==> config.mk <==
export PLATFORM = sky130hd
export DESIGN_NAME = ctr_timer
export DESIGN_NICKNAME = d
export VERILOG_FILES = /design/src/logic/ctr_pkg.sv /design/src/logic/ctr_tick_if.sv /design/src/logic/ctr_presc.sv /design/src/logic/ctr_timer.sv
export SDC_FILE = /design/constraint.sdc
export NUM_CORES = 1
export LEC_CHECK = 0
export BUFFER_PORTS_ARGS = -buffer_cell sky130_fd_sc_hd__clkbuf_2
export CAP_MARGIN = 20
export CORE_ASPECT_RATIO = 1.2
export CORE_MARGIN = 2
export CORE_UTILIZATION = 30
export DETAILED_ROUTE_END_ITERATION = 12
export SYNTH_ARGS = -nofsm -noshare
export SYNTH_HDL_FRONTEND = slang
export SYNTH_HIERARCHICAL = 1
export SYNTH_SLANG_ARGS = --single-unit
==> constraint.sdc <==
create_clock -name pclk -period 4.31 [get_ports pclk]
set_input_delay 0.862 -clock pclk [delete_from_list [all_inputs] [get_ports pclk]]
set_output_delay 0.862 -clock pclk [all_outputs]
set_load 0.01 [all_outputs]
==> src/logic/ctr_pkg.sv <==
// Package of register offsets, fields, modes and reset values for the control timer
package ctr_pkg;
  localparam logic [11:0] OFF_CONTROL_A = 12'h000;
  localparam logic [11:0] OFF_CONTROL_CLEAR = 12'h004;
  localparam logic [11:0] OFF_CONTROL_SET = 12'h008;
  localparam logic [11:0] OFF_EVENT_CTRL = 12'h00C;
  localparam logic [11:0] OFF_STATUS = 12'h010;
  localparam logic [11:0] OFF_COUNT = 12'h014;
  localparam logic [11:0] OFF_PERIOD = 12'h018;
  localparam logic [11:0] OFF_PERIOD_BUF = 12'h01C;
  localparam logic [11:0] OFF_CMP0 = 12'h020;
  localparam logic [11:0] OFF_CMP1 = 12'h024;
  localparam int NCH = 2;
  localparam int CW = 16;
  // Control A fields
  localparam int CA_ENABLE = 0;
  localparam int CA_WAVE_LSB = 1;
  localparam int CA_PRESC_LSB = 4;
  localparam int CA_SYNC_LSB = 7;
  localparam int CA_DMA_ONESHOT = 9;
  localparam int CA_DITHER = 10;
  // Control set/clear fields
  localparam int CB_DIR = 0;
  localparam int CB_LOCK = 1;
  // Event control: two action bits per channel
  localparam logic [1:0] EVACT_RETRIGGER = 2'h1;
  // Status fields
  localparam int ST_PERBUFV = 0;
  localparam int ST_OVF = 1;
  localparam logic [CW-1:0] PERIOD_RESET = 16'hFFFF;
  typedef enum logic [2:0] {
    CTR_WAVE_NORMAL = 3'h0,
    CTR_WAVE_DUAL_RAMP = 3'h1,
    CTR_WAVE_DUAL_RAMP_A = 3'h2,
    CTR_WAVE_DUAL_RAMP_C = 3'h3,
    CTR_WAVE_DUAL_RAMP_CS = 3'h4
  } ctr_wave_t;
  typedef enum logic [1:0] {
    CTR_SYNC_GENERIC_CLOCK = 2'h0,
    CTR_SYNC_RESYNC = 2'h1,
    CTR_SYNC_PRESC = 2'h2
  } ctr_sync_t;
endpackage : ctr_pkg

==> src/logic/ctr_tick_if.sv <==
// Interface carrying the prescaler tick between the divider and the timer core
`timescale 1ns/1ps
interface ctr_tick_if;
  logic [2:0] ratio;
  logic restart;
  logic tick;
  modport core (output ratio, output restart, input tick);
  modport div (input ratio, input restart, output tick);
endinterface : ctr_tick_if

==> src/logic/ctr_presc.sv <==
// Prescaler divider producing a one-cycle count enable
`timescale 1ns/1ps
module ctr_presc (
  input wire logic pclk,
  input wire logic presetn,
  ctr_tick_if.div tk
);
  typedef struct packed {
    logic [9:0] cnt;
    logic tick;
  } ctr_presc_st_t;
  ctr_presc_st_t s_q, s_d;
  logic [9:0] lim;
  always_comb begin
    lim = (10'h001 << tk.ratio) - 10'h001;
    s_d = s_q;
    s_d.tick = 1'b0;
    if (tk.restart) begin
      s_d.cnt = 10'h000;
    end else if (s_q.cnt >= lim) begin
      s_d.cnt = 10'h000;
      s_d.tick = 1'b1;
    end else begin
      s_d.cnt = s_q.cnt + 10'h001;
    end
  end
  always_ff @(posedge pclk or negedge presetn) begin
    if (!presetn) begin
      s_q <= '0;
    end else begin
      s_q <= s_d;
    end
  end
  assign tk.tick = (tk.ratio == 3'h0) ? 1'b1 : s_q.tick;
endmodule : ctr_presc

==> src/logic/ctr_timer.sv <==
// Control timer core with APB registers, dual-ramp modes, retrigger and DMA trigger
`timescale 1ns/1ps
module ctr_timer (
  input wire logic pclk,
  input wire logic presetn,
  input wire logic psel,
  input wire logic penable,
  input wire logic pwrite,
  input wire logic [11:0] paddr,
  input wire logic [31:0] pwdata,
  input wire logic [3:0] pstrb,
  output logic [31:0] prdata,
  output logic pready,
  output logic pslverr,
  input wire logic [ctr_pkg::NCH-1:0] event_in,
  output logic [ctr_pkg::NCH-1:0] wave_out,
  output logic dma_ovf_req,
  input wire logic dma_ack
);
  typedef struct packed {
    logic [10:0] ctrl_a;
    logic [1:0] ctrl_b;
    logic [2*ctr_pkg::NCH-1:0] ev_ctrl;
    logic [1:0] status;
    logic [ctr_pkg::CW-1:0] count;
    logic [ctr_pkg::CW-1:0] period;
    logic [ctr_pkg::CW-1:0] period_buf;
    logic [ctr_pkg::NCH-1:0][ctr_pkg::CW-1:0] cmp;
    logic [ctr_pkg::NCH-1:0] wave;
    logic down_phase;
    logic retrig_pend;
    logic dma_req;
    logic dma_done;
    logic [31:0] rdata;
    logic ready;
    logic err;
    logic [ctr_pkg::NCH-1:0] ev_s1;
    logic [ctr_pkg::NCH-1:0] ev_s2;
    logic [ctr_pkg::NCH-1:0] ev_s3;
  } ctr_st_t;
  ctr_st_t s_q, s_d;
  ctr_tick_if tk ();
  ctr_pkg::ctr_wave_t wave_mode;
  ctr_pkg::ctr_sync_t sync_sel;
  logic wr_acc, rd_acc, full_word, dual, retrig_ev, at_top, at_bot, update;
  logic [ctr_pkg::NCH-1:0] ev_rise, ch_retrig;
  logic [31:0] rmux;
  assign wave_mode = ctr_pkg::ctr_wave_t'(s_q.ctrl_a[ctr_pkg::CA_WAVE_LSB +: 3]);
  assign sync_sel = ctr_pkg::ctr_sync_t'(s_q.ctrl_a[ctr_pkg::CA_SYNC_LSB +: 2]);
  assign tk.ratio = s_q.ctrl_a[ctr_pkg::CA_PRESC_LSB +: 3];
  // Resync retrigger restarts the divider so the count phase realigns
  assign tk.restart = retrig_ev && (sync_sel == ctr_pkg::CTR_SYNC_RESYNC);
  ctr_presc u_presc (
    .pclk(pclk),
    .presetn(presetn),
    .tk(tk)
  );
  assign dual = (wave_mode != ctr_pkg::CTR_WAVE_NORMAL);
  assign wr_acc = psel && penable && pwrite && !s_q.ready;
  assign rd_acc = psel && penable && !pwrite && !s_q.ready;
  assign full_word = (pstrb == 4'hF);
  assign ev_rise = s_q.ev_s2 & ~s_q.ev_s3;
  genvar gi;
  generate
    for (gi = 0; gi < ctr_pkg::NCH; gi++) begin : g_ev
      assign ch_retrig[gi] = ev_rise[gi] &&
        (s_q.ev_ctrl[2*gi +: 2] == ctr_pkg::EVACT_RETRIGGER);
    end
  endgenerate
  assign retrig_ev = |ch_retrig;
  always_comb begin
    rmux = 32'h0000_0000;
    unique case (paddr)
      ctr_pkg::OFF_CONTROL_A: rmux = {21'h0, s_q.ctrl_a};
      ctr_pkg::OFF_CONTROL_CLEAR: rmux = {30'h0, s_q.ctrl_b};
      ctr_pkg::OFF_CONTROL_SET: rmux = {30'h0, s_q.ctrl_b};
      ctr_pkg::OFF_EVENT_CTRL: rmux = {28'h0, s_q.ev_ctrl};
      ctr_pkg::OFF_STATUS: rmux = {30'h0, s_q.status};
      ctr_pkg::OFF_COUNT: rmux = {16'h0, s_q.count};
      ctr_pkg::OFF_PERIOD: rmux = {16'h0, s_q.period};
      ctr_pkg::OFF_PERIOD_BUF: rmux = {16'h0, s_q.period_buf};
      ctr_pkg::OFF_CMP0: rmux = {16'h0, s_q.cmp[0]};
      ctr_pkg::OFF_CMP1: rmux = {16'h0, s_q.cmp[1]};
      default: rmux = 32'h0000_0000;
    endcase
  end
  // Top and bottom of the current counting cycle
  assign at_top = s_q.count >= s_q.period;
  assign at_bot = s_q.count == 16'h0000;
  always_comb begin
    s_d = s_q;
    update = 1'b0;
    s_d.ev_s1 = event_in;
    s_d.ev_s2 = s_q.ev_s1;
    s_d.ev_s3 = s_q.ev_s2;
    s_d.ready = rd_acc || wr_acc;
    s_d.err = 1'b0;
    if (rd_acc) begin
      s_d.rdata = rmux;
    end
    if (wr_acc) begin
      unique case (paddr)
        ctr_pkg::OFF_CONTROL_A: s_d.ctrl_a = pwdata[10:0];
        ctr_pkg::OFF_CONTROL_CLEAR: s_d.ctrl_b = s_q.ctrl_b & ~pwdata[1:0];
        ctr_pkg::OFF_CONTROL_SET: s_d.ctrl_b = s_q.ctrl_b | pwdata[1:0];
        ctr_pkg::OFF_EVENT_CTRL: s_d.ev_ctrl = pwdata[3:0];
        ctr_pkg::OFF_STATUS: begin
          if (full_word) begin
            s_d.status = s_q.status & ~pwdata[1:0];
          end else begin
            s_d.err = 1'b1;
          end
        end
        ctr_pkg::OFF_COUNT: s_d.count = pwdata[15:0];
        ctr_pkg::OFF_PERIOD: s_d.period = pwdata[15:0];
        ctr_pkg::OFF_PERIOD_BUF: begin
          s_d.period_buf = pwdata[15:0];
          s_d.status[ctr_pkg::ST_PERBUFV] = 1'b1;
        end
        ctr_pkg::OFF_CMP0: s_d.cmp[0] = pwdata[15:0];
        ctr_pkg::OFF_CMP1: s_d.cmp[1] = pwdata[15:0];
        default: s_d.err = 1'b1;
      endcase
    end
    if (s_q.ctrl_a[ctr_pkg::CA_ENABLE]) begin
      // Retrigger waits for a prescaler tick in every sync mode
      if (retrig_ev) begin
        s_d.retrig_pend = 1'b1;
      end
      if (tk.tick) begin
        if (s_q.retrig_pend || retrig_ev) begin
          // Retrigger restarts every mode at cycle start
          s_d.retrig_pend = 1'b0;
          s_d.down_phase = 1'b0;
          s_d.count = s_q.ctrl_b[ctr_pkg::CB_DIR] && !dual ? s_q.period : 16'h0000;
          // Compare restarts from a clean level
          for (int i = 0; i < ctr_pkg::NCH; i++) begin
            s_d.wave[i] = 1'b1;
          end
          update = 1'b1;
        end else if (dual) begin
          // Dual ramp counts up then down regardless of direction bit
          if (!s_q.down_phase) begin
            if (at_top) begin
              s_d.down_phase = 1'b1;
              s_d.count = s_q.count - 16'h0001;
            end else begin
              s_d.count = s_q.count + 16'h0001;
            end
          end else if (at_bot) begin
            s_d.down_phase = 1'b0;
            s_d.count = s_q.count + 16'h0001;
            update = 1'b1;
          end else begin
            s_d.count = s_q.count - 16'h0001;
          end
        end else if (s_q.ctrl_b[ctr_pkg::CB_DIR]) begin
          s_d.count = at_bot ? s_q.period : s_q.count - 16'h0001;
          update = at_bot;
        end else begin
          s_d.count = at_top ? 16'h0000 : s_q.count + 16'h0001;
          update = at_top;
        end
        for (int i = 0; i < ctr_pkg::NCH; i++) begin
          if (!(s_q.retrig_pend || retrig_ev)) begin
            s_d.wave[i] = s_d.count < s_q.cmp[i];
          end
        end
      end
    end
    // Ack clears first so an overflow in the same cycle still raises the request
    if (dma_ack) begin
      s_d.dma_req = 1'b0;
    end
    if (update) begin
      s_d.status[ctr_pkg::ST_OVF] = 1'b1;
      // Lock holds period in any direction
      if (!s_q.ctrl_b[ctr_pkg::CB_LOCK] && s_q.status[ctr_pkg::ST_PERBUFV]) begin
        s_d.period = s_q.period_buf;
        // A buffer write in the same cycle keeps its valid flag
        s_d.status[ctr_pkg::ST_PERBUFV] = wr_acc && (paddr == ctr_pkg::OFF_PERIOD_BUF);
      end
      // Overflow DMA trigger, one-shot fires once until its enable bit is cleared
      if (!(s_q.ctrl_a[ctr_pkg::CA_DMA_ONESHOT] && s_q.dma_done)) begin
        s_d.dma_req = 1'b1;
        s_d.dma_done = s_q.ctrl_a[ctr_pkg::CA_DMA_ONESHOT];
      end
    end
    if (!s_q.ctrl_a[ctr_pkg::CA_DMA_ONESHOT]) begin
      s_d.dma_done = 1'b0;
    end
  end
  always_ff @(posedge pclk or negedge presetn) begin
    if (!presetn) begin
      s_q <= '0;
      s_q.period <= ctr_pkg::PERIOD_RESET;
    end else begin
      s_q <= s_d;
    end
  end
  assign prdata = s_q.rdata;
  assign pready = s_q.ready;
  assign pslverr = s_q.err;
  assign wave_out = s_q.wave;
  assign dma_ovf_req = s_q.dma_req;
  // Locked period never changes on update
  a_lock_holds: assert property (@(posedge pclk) disable iff (!presetn)
    (s_q.ctrl_b[ctr_pkg::CB_LOCK] && !wr_acc) |=> $stable(s_q.period))
    else $error("period changed while locked");
  a_buf_copy: assert property (@(posedge pclk) disable iff (!presetn)
    (update && !s_q.ctrl_b[ctr_pkg::CB_LOCK] && s_q.status[ctr_pkg::ST_PERBUFV])
    |=> (s_q.period == $past(s_q.period_buf)))
    else $error("period not loaded from buffer");
  a_retrig_restart: assert property (@(posedge pclk) disable iff (!presetn)
    (s_q.ctrl_a[ctr_pkg::CA_ENABLE] && tk.tick && retrig_ev && dual)
    |=> (s_q.count == 16'h0000 && !s_q.down_phase))
    else $error("retrigger did not restart counter");
  a_status_narrow: assert property (@(posedge pclk) disable iff (!presetn)
    (wr_acc && paddr == ctr_pkg::OFF_STATUS && !full_word)
    |=> (pslverr && pready && $stable(s_q.status[ctr_pkg::ST_PERBUFV])))
    else $error("narrow status write accepted");
  a_dma_trigger: assert property (@(posedge pclk) disable iff (!presetn)
    (update && !s_q.ctrl_a[ctr_pkg::CA_DMA_ONESHOT] && !dma_ack) |=> dma_ovf_req)
    else $error("overflow DMA request missing");
  a_dma_oneshot: assert property (@(posedge pclk) disable iff (!presetn)
    (s_q.ctrl_a[ctr_pkg::CA_DMA_ONESHOT] && s_q.dma_done && !dma_ovf_req)
    |=> !dma_ovf_req)
    else $error("one-shot DMA retriggered");
  a_dir_down: assert property (@(posedge pclk) disable iff (!presetn)
    (s_q.ctrl_a[ctr_pkg::CA_ENABLE] && tk.tick && !dual && s_q.ctrl_b[ctr_pkg::CB_DIR]
     && !retrig_ev && !s_q.retrig_pend && !at_bot && !wr_acc)
    |=> (s_q.count == $past(s_q.count) - 16'h0001))
    else $error("down count wrong");
  a_presc_wait: assert property (@(posedge pclk) disable iff (!presetn)
    (s_q.ctrl_a[ctr_pkg::CA_ENABLE] && retrig_ev && !tk.tick) |=> s_q.retrig_pend)
    else $error("retrigger lost before tick");
  a_dual_turn: assert property (@(posedge pclk) disable iff (!presetn)
    (s_q.ctrl_a[ctr_pkg::CA_ENABLE] && tk.tick && dual && !s_q.down_phase && at_top
     && !retrig_ev && !s_q.retrig_pend && !wr_acc) |=> s_q.down_phase)
    else $error("dual ramp did not turn");
endmodule : ctr_timer

## Word-level counts from Yosys, hierarchy flattened

Cells that the tools add are included.

- Register bits: 156
- Logic and storage cells: 150
- Memories kept: 0
- Bits in latches: 0
- Input port bits: 56
- RAM bits: 0
- Memory bits (read-only): 0
- Output and inout bits: 37

- Shift operators: 1
- $lt $le $gt $ge: 4
- Multiply operators: 0
- Bitwise gates (word level): 6
- Divide/modulo/power cells: 0
- Equal/unequal tests: 15
- Muxes and demuxes: 57
- Reduce and logical (&&, ||, !) cells: 40
- Add/subtract/negate cells: 4

Operators with widths:

| kind | count |
|---|---|
| 16-bit two-way mux | 20 |
| 16-bit case mux with 9 select lines | 1 |
| 82-bit two-way mux | 1 |
| 12-bit by 5-bit equality test with 1-bit output (second input constant) | 4 |
| 16-bit less-than comparator | 2 |
| 1-bit two-way mux | 26 |
| 12-bit by 4-bit equality test with 1-bit output (second input constant) | 2 |
| 12-bit by 6-bit equality test with 1-bit output (second input constant) | 2 |
| 10-bit two-way mux | 2 |
| 16-bit by 1-bit adder with 16-bit output (second input constant) | 1 |
| 16-bit greater-or-equal comparator | 1 |
| 16-bit zero test | 1 |
| 2-bit AND reduction | 8 |
| 16-bit by 1-bit subtractor with 16-bit output (second input constant) | 1 |
| 12-bit by 3-bit equality test with 1-bit output (second input constant) | 1 |
| 1-bit logical AND | 12 |
| 12-bit zero test | 1 |
| 10-bit by 1-bit adder with 10-bit output (second input constant) | 1 |
| 10-bit greater-or-equal comparator | 1 |
| 2-bit nonzero test | 5 |
| 1-bit by 3-bit << shifter with 10-bit output (first input constant) | 1 |
| 10-bit by 1-bit subtractor with 10-bit output (second input constant) | 1 |
| 9-bit OR reduction | 1 |
| 2-bit two-way mux | 4 |
| other kinds (15) | 27 |

## Longest topological paths before layout

- Word-level depth: 10
- Mapped depth: 22
- Gate-level depth less buffers: 20

## Modules after synthesis

Netlist, hierarchy kept.

By module, submodules not included:

| module | seq. area each (um2) | cells each | instances | area each (um2) |
|---|---|---|---|---|
| ctr_timer | 3,248.1 | 929 | 1 | 8,608.3 |
| ctr_presc | 275.3 | 81 | 1 | 739.5 |

## Worst setup path before layout

OpenSTA, ideal clock, no wires.

- Kind: register -> register
- From: reg s_q[107] in the netlist's numbering
- To: reg s_q, in the netlist wave_out[0]
- Setup slack: -210 ps
- Cell stages (with the launch flop): 23
- Setup time: 82 ps
- Path buffers: 2
- Period minus slack after synthesis: 4,520 ps
- Data arrival time: 4,438 ps
- Required time: 4,228 ps
- Path through: dfstp_2 -> inv_1 -> ha_1 -> nand4_1 -> or3_1 -> o31ai_1 -> or2_0 -> clkbuf_1 -> a21o_1 -> buf_2 -> a2111oi_0 -> nor2_1 -> nor2_1 -> o2bb2a_1 -> ha_1 -> a21o_1 -> a21oi_1 -> nor2_1 -> a2111oi_0 -> nor2_1 -> a211oi_1 -> o21ai_0 -> a31oi_1

- Word-level cells in the longest chain between the ends: 9
- Elaborated cells on any way between the ends: 13
- Those cells by class: order compare (2); mux (11)

RTL lines:

| what | RTL line | text |
|---|---|---|
| start: declaration | ctr_timer.sv:41 | `ctr_st_t s_q, s_d;` |
| 16-bit greater-or-equal comparator | ctr_timer.sv:88 | `assign at_top = s_q.count >= s_q.period;` |
| 16-bit two-way mux, on equally long branches | ctr_timer.sv:161, ctr_timer.sv:144 |  |
| 16-bit two-way mux, on equally long branches | ctr_timer.sv:157, ctr_timer.sv:143 |  |
| 16-bit two-way mux | ctr_timer.sv:141 | `end else if (dual) begin` |
| 16-bit two-way mux (*) | ctr_timer.sv:131 | `if (s_q.retrig_pend \|\| retrig_ev) begin` |
| 16-bit two-way mux (*) | ctr_timer.sv:130 | `if (tk.tick) begin` |
| 16-bit two-way mux (*) | ctr_timer.sv:125 | `if (s_q.ctrl_a[ctr_pkg::CA_ENABLE]) begin` |
| 16-bit less-than comparator (*) | ctr_timer.sv:166 | `s_d.wave[i] = s_d.count < s_q.cmp[i];` |
| 1-bit two-way mux (*) | ctr_timer.sv:165 | `if (!(s_q.retrig_pend \|\| retrig_ev)) begin` |

Every way passes the cells marked *; elsewhere a longest branch is shown, timed or not. The select of a mux whose other input is x is not followed.
A chain may end at the register's enable or synchronous reset.

## Worst setup path after layout

- From: reg s_q[106] in the netlist's numbering
- To: reg s_q, in the netlist wave_out[0]

Same word-level chain as after synthesis.

==> out/summary.txt <==
outcome: complete, but fails checks
failing checks: negative setup slack
CTS Sinks: 140
Post-Route WL: 30080 um
Antenna Nets Post-Route: 0
depth of the CTS H-tree: 4
Tmin final: 4578 ps
top cells by count, synth: dfrtp_1, nor2_1, nand2_1, a21oi_1, ha_1
Worst-path clk slew: 60 ps
# setup viols final: 4
largest area contributor in the netlist: dfrtp_1
worst-margin pin slew: 1013 ps
Fin. Hold Viols: 0
final worst slack: -268.4 ps
Crit-path slowest cell: dfstp_2
Congestion Overflow GR: 0
fraction of registers with async set or reset after synthesis: 1.000
total number of vias: 8479
core area: 0.03057 mm^2
dominant synthesized flop cell: dfrtp_1
sw frac: 0.2329
CTS tree: built
clock share of power: 0.494
delay of the slowest critical-path stage: 540 ps
chip height: 197.4 um
largest cells by area after synthesis: dfrtp_1, ha_1, mux2_2, mux2i_1, dfstp_2
CP endpoint kind: register
Longest Clk Path Bufs: 2
FF-to-FF setup slack: -270 ps
Seq/Total Area, Yosys: 0.3769
CTS Hold Bufs: 0
Pint: 2.532 mW
PD cells: 268.6 mW/mm^2
overall routing resource usage: 0.1901
chip width: 165.1 um
Worst EP required: 4660 ps
Relative slew margins: 0.3250
num rows: 70
RSZ-0062 raised after global routing: yes
initial drt markers: 643
Startpoint Class: register
number of synthesized flops with an enable pin: 0
peak supply drop: 268.9 uV
Synth cell types: 80
GP Congestion: 0.8849
final net count: 1308
Synth Register Bits: 140
Yosys top cell area share: 0.3320
IO buf count: 60
skew final: 7.095 ps
Initial DRT Pass Iterations: 5
critical path class: register to register
fmax: 218.4 MHz
Ant. Diodes: 0
Max Cap Viol: 0
first-pass GRT wire length: 47790 um
area of the mapped netlist: 0.009348 mm^2
largest net degree at the start of global routing: 102
CTS buffer count: 17
share of layout cells above drive strength 1: 0.3483
Mapped Avg Cell Area: 9.255 um^2
Cell Chain, Critical Path: inv_2, ha_4, nand4_1, or3_4, o31ai_4, or3_4, buf_6, a21oi_4, buf_6, a221o_1, o21a_1, a21oi_2, ha_1, a21oi_2, nor2_2, a2111oi_4, nor2_2, a211oi_2, o21ai_1, a31oi_1
max-slew violations: 0
initial antenna violation count: 0
Hold WS: 349.4 ps
crit-path max FO: 5
initial core utilization: 0.3058
Ys Warns: 6
setup slack after placement: -592.2 ps
die area: 0.03259 mm^2
worst min path class: register to register
TNS Setup: -475.4 ps
clock latency on the worst-skew pair: 430 ps
Final HPWL DP: 22100 um
Layout Area Growth over Synthesis: 31.45%
Layout Utilization: 0.4020
I/O pin total: 93
clk root buf: clkbuf_16
vias per cell: 5.293
Worst EP arrival: 4930 ps
Comb power frac: 0.088
fin crit share: 1.062
Lkg Pwr: 5.758 nW
Psw: 768.8 uW
top-count cell post-synth: dfrtp_1
vias in the first global route: 8680
Post-route DRC: 0
Flop pwr share: 0.418
Routed WL per cell: 18.78 um
Syn Inst Count: 1010
## cell usage in the layout (no fill, tap or decap), types with 18 or more instances in the layout
cell | netlist | layout
inv_1 | 58 | 50
clkbuf_2 | 0 | 59
nand3_1 | 19 | 18
nor2_1 | 102 | 96
nand2_1 | 81 | 76
mux2i_1 | 48 | 48
buf_4 | 35 | 164
a21oi_1 | 60 | 49
conb_1 | 3 | 18
o21ai_0 | 48 | 42
mux2_2 | 49 | 49
dfrtp_1 | 124 | 124
ha_1 | 59 | 46
## worst max-delay path: cells and delay by family, from the launching register on
| family | cells | cell delay (ps) |
|---|---|---|
| DFF | 1 | 540 |
| buffers and inverters | 3 | 300 |
| adders and majority gates | 2 | 520 |
| and+or+nand+nor | 5 | 1050 |
| AOI/OAI and AO/OA | 10 | 2070 |
## power groups by stage
stage                     clock network [mW]  registers [mW]  logic, mW
after floorplan                            0            1.39      0.180
after global placement                     0            1.40      0.266
after detailed placement                   0            1.40      0.269
after CTS                               1.65            1.38      0.287
after global routing                    1.71            1.38      0.327
final                                   1.63            1.38      0.291
## per-stage QoR
| step | total power [mW] | std cells | area [um^2] |
|---|---|---|---|
| 2_1_floorplan | 1.575 | 1025 | 9449 |
| 3_3_place_gp | 1.666 | 1536 | 10860 |
| 3_5_place_dp | 1.670 | 1536 | 10860 |
| 4_1_cts | 3.320 | 1598 | 11970 |
| 5_1_grt | 3.422 | 1602 | 12290 |
| 6_report | 3.301 | 1602 | 12290 |
## area by class of cell
| class | instances | area (um^2) |
|---|---|---|
| Fill cell | 2944 | 18280 |
| Tap cell | 396 | 495.5 |
| Clock buffer | 22 | 464.2 |
| Timing Repair Buffer | 233 | 1657 |
| Clock inverter | 10 | 187.7 |
| Sequential cell | 140 | 3523 |
| Multi-Input combinational cell | 743 | 5743 |
| Inverter | 58 | 217.7 |
## registers in the layout, indices dropped and copies added, names as in the netlist, named ones only
signal	flops
s_q	102
prdata	16
u_presc/s_q	11
s_d	4
wave_out	2
dma_ovf_req	1
pready	1
pslverr	1
## path summary, 6_finish.rpt
check | from | endpoint | depth (start not counted)
max in group asynchronous | presetn | s_q[94]$_DFF_PN1_ | 2
setup reg to reg | s_q[106]$_DFF_PN1_ | wave_out[0]$_DFFE_PN0P_ | 20
min in group asynchronous | presetn | s_q[90]$_DFFE_PN0P_ | 1
hold / removal | s_d[2]$_DFF_PN0_ | s_d[0]$_DFF_PN0_ | 0
setup / recovery | s_q[106]$_DFF_PN1_ | wave_out[0]$_DFFE_PN0P_ | 20
hold reg to reg | s_d[2]$_DFF_PN0_ | s_d[0]$_DFF_PN0_ | 0
## cells by family (layout without fill, tap and decap cells)
group,after synthesis,after routing,synth area share
buffers and inverters,142,323,0.07429
muxes,97,97,0.1104
adders and majority gates,59,59,0.07897
xor gates and xnor gates,26,26,0.02436
and+or+nand+nor,295,295,0.1511
AOI/OAI and AO/OA,248,248,0.1827
other,3,18,0.001205
DFF,140,140,0.3769
## repair_timing
action                                 4_1_cts  5_1_grt
pin swaps                                   28       36
gates resized for setup                     53       46
buffers inserted                            30        5
endpoints found under the hold margin        0        0
setup endpoints to repair                    2        4
## per-layer routing
| layer | part of all wire | GRT usage |
|---|---|---|
| met1 | 0.43 | 0.2449 |
| met2 | 0.50 | 0.3244 |
| met3 | 0.044 | 0.02666 |
| met4 | 0.025 | 0.06570 |
| met5 | 0 | 0 |
Power figures use the tool's default switching activity.
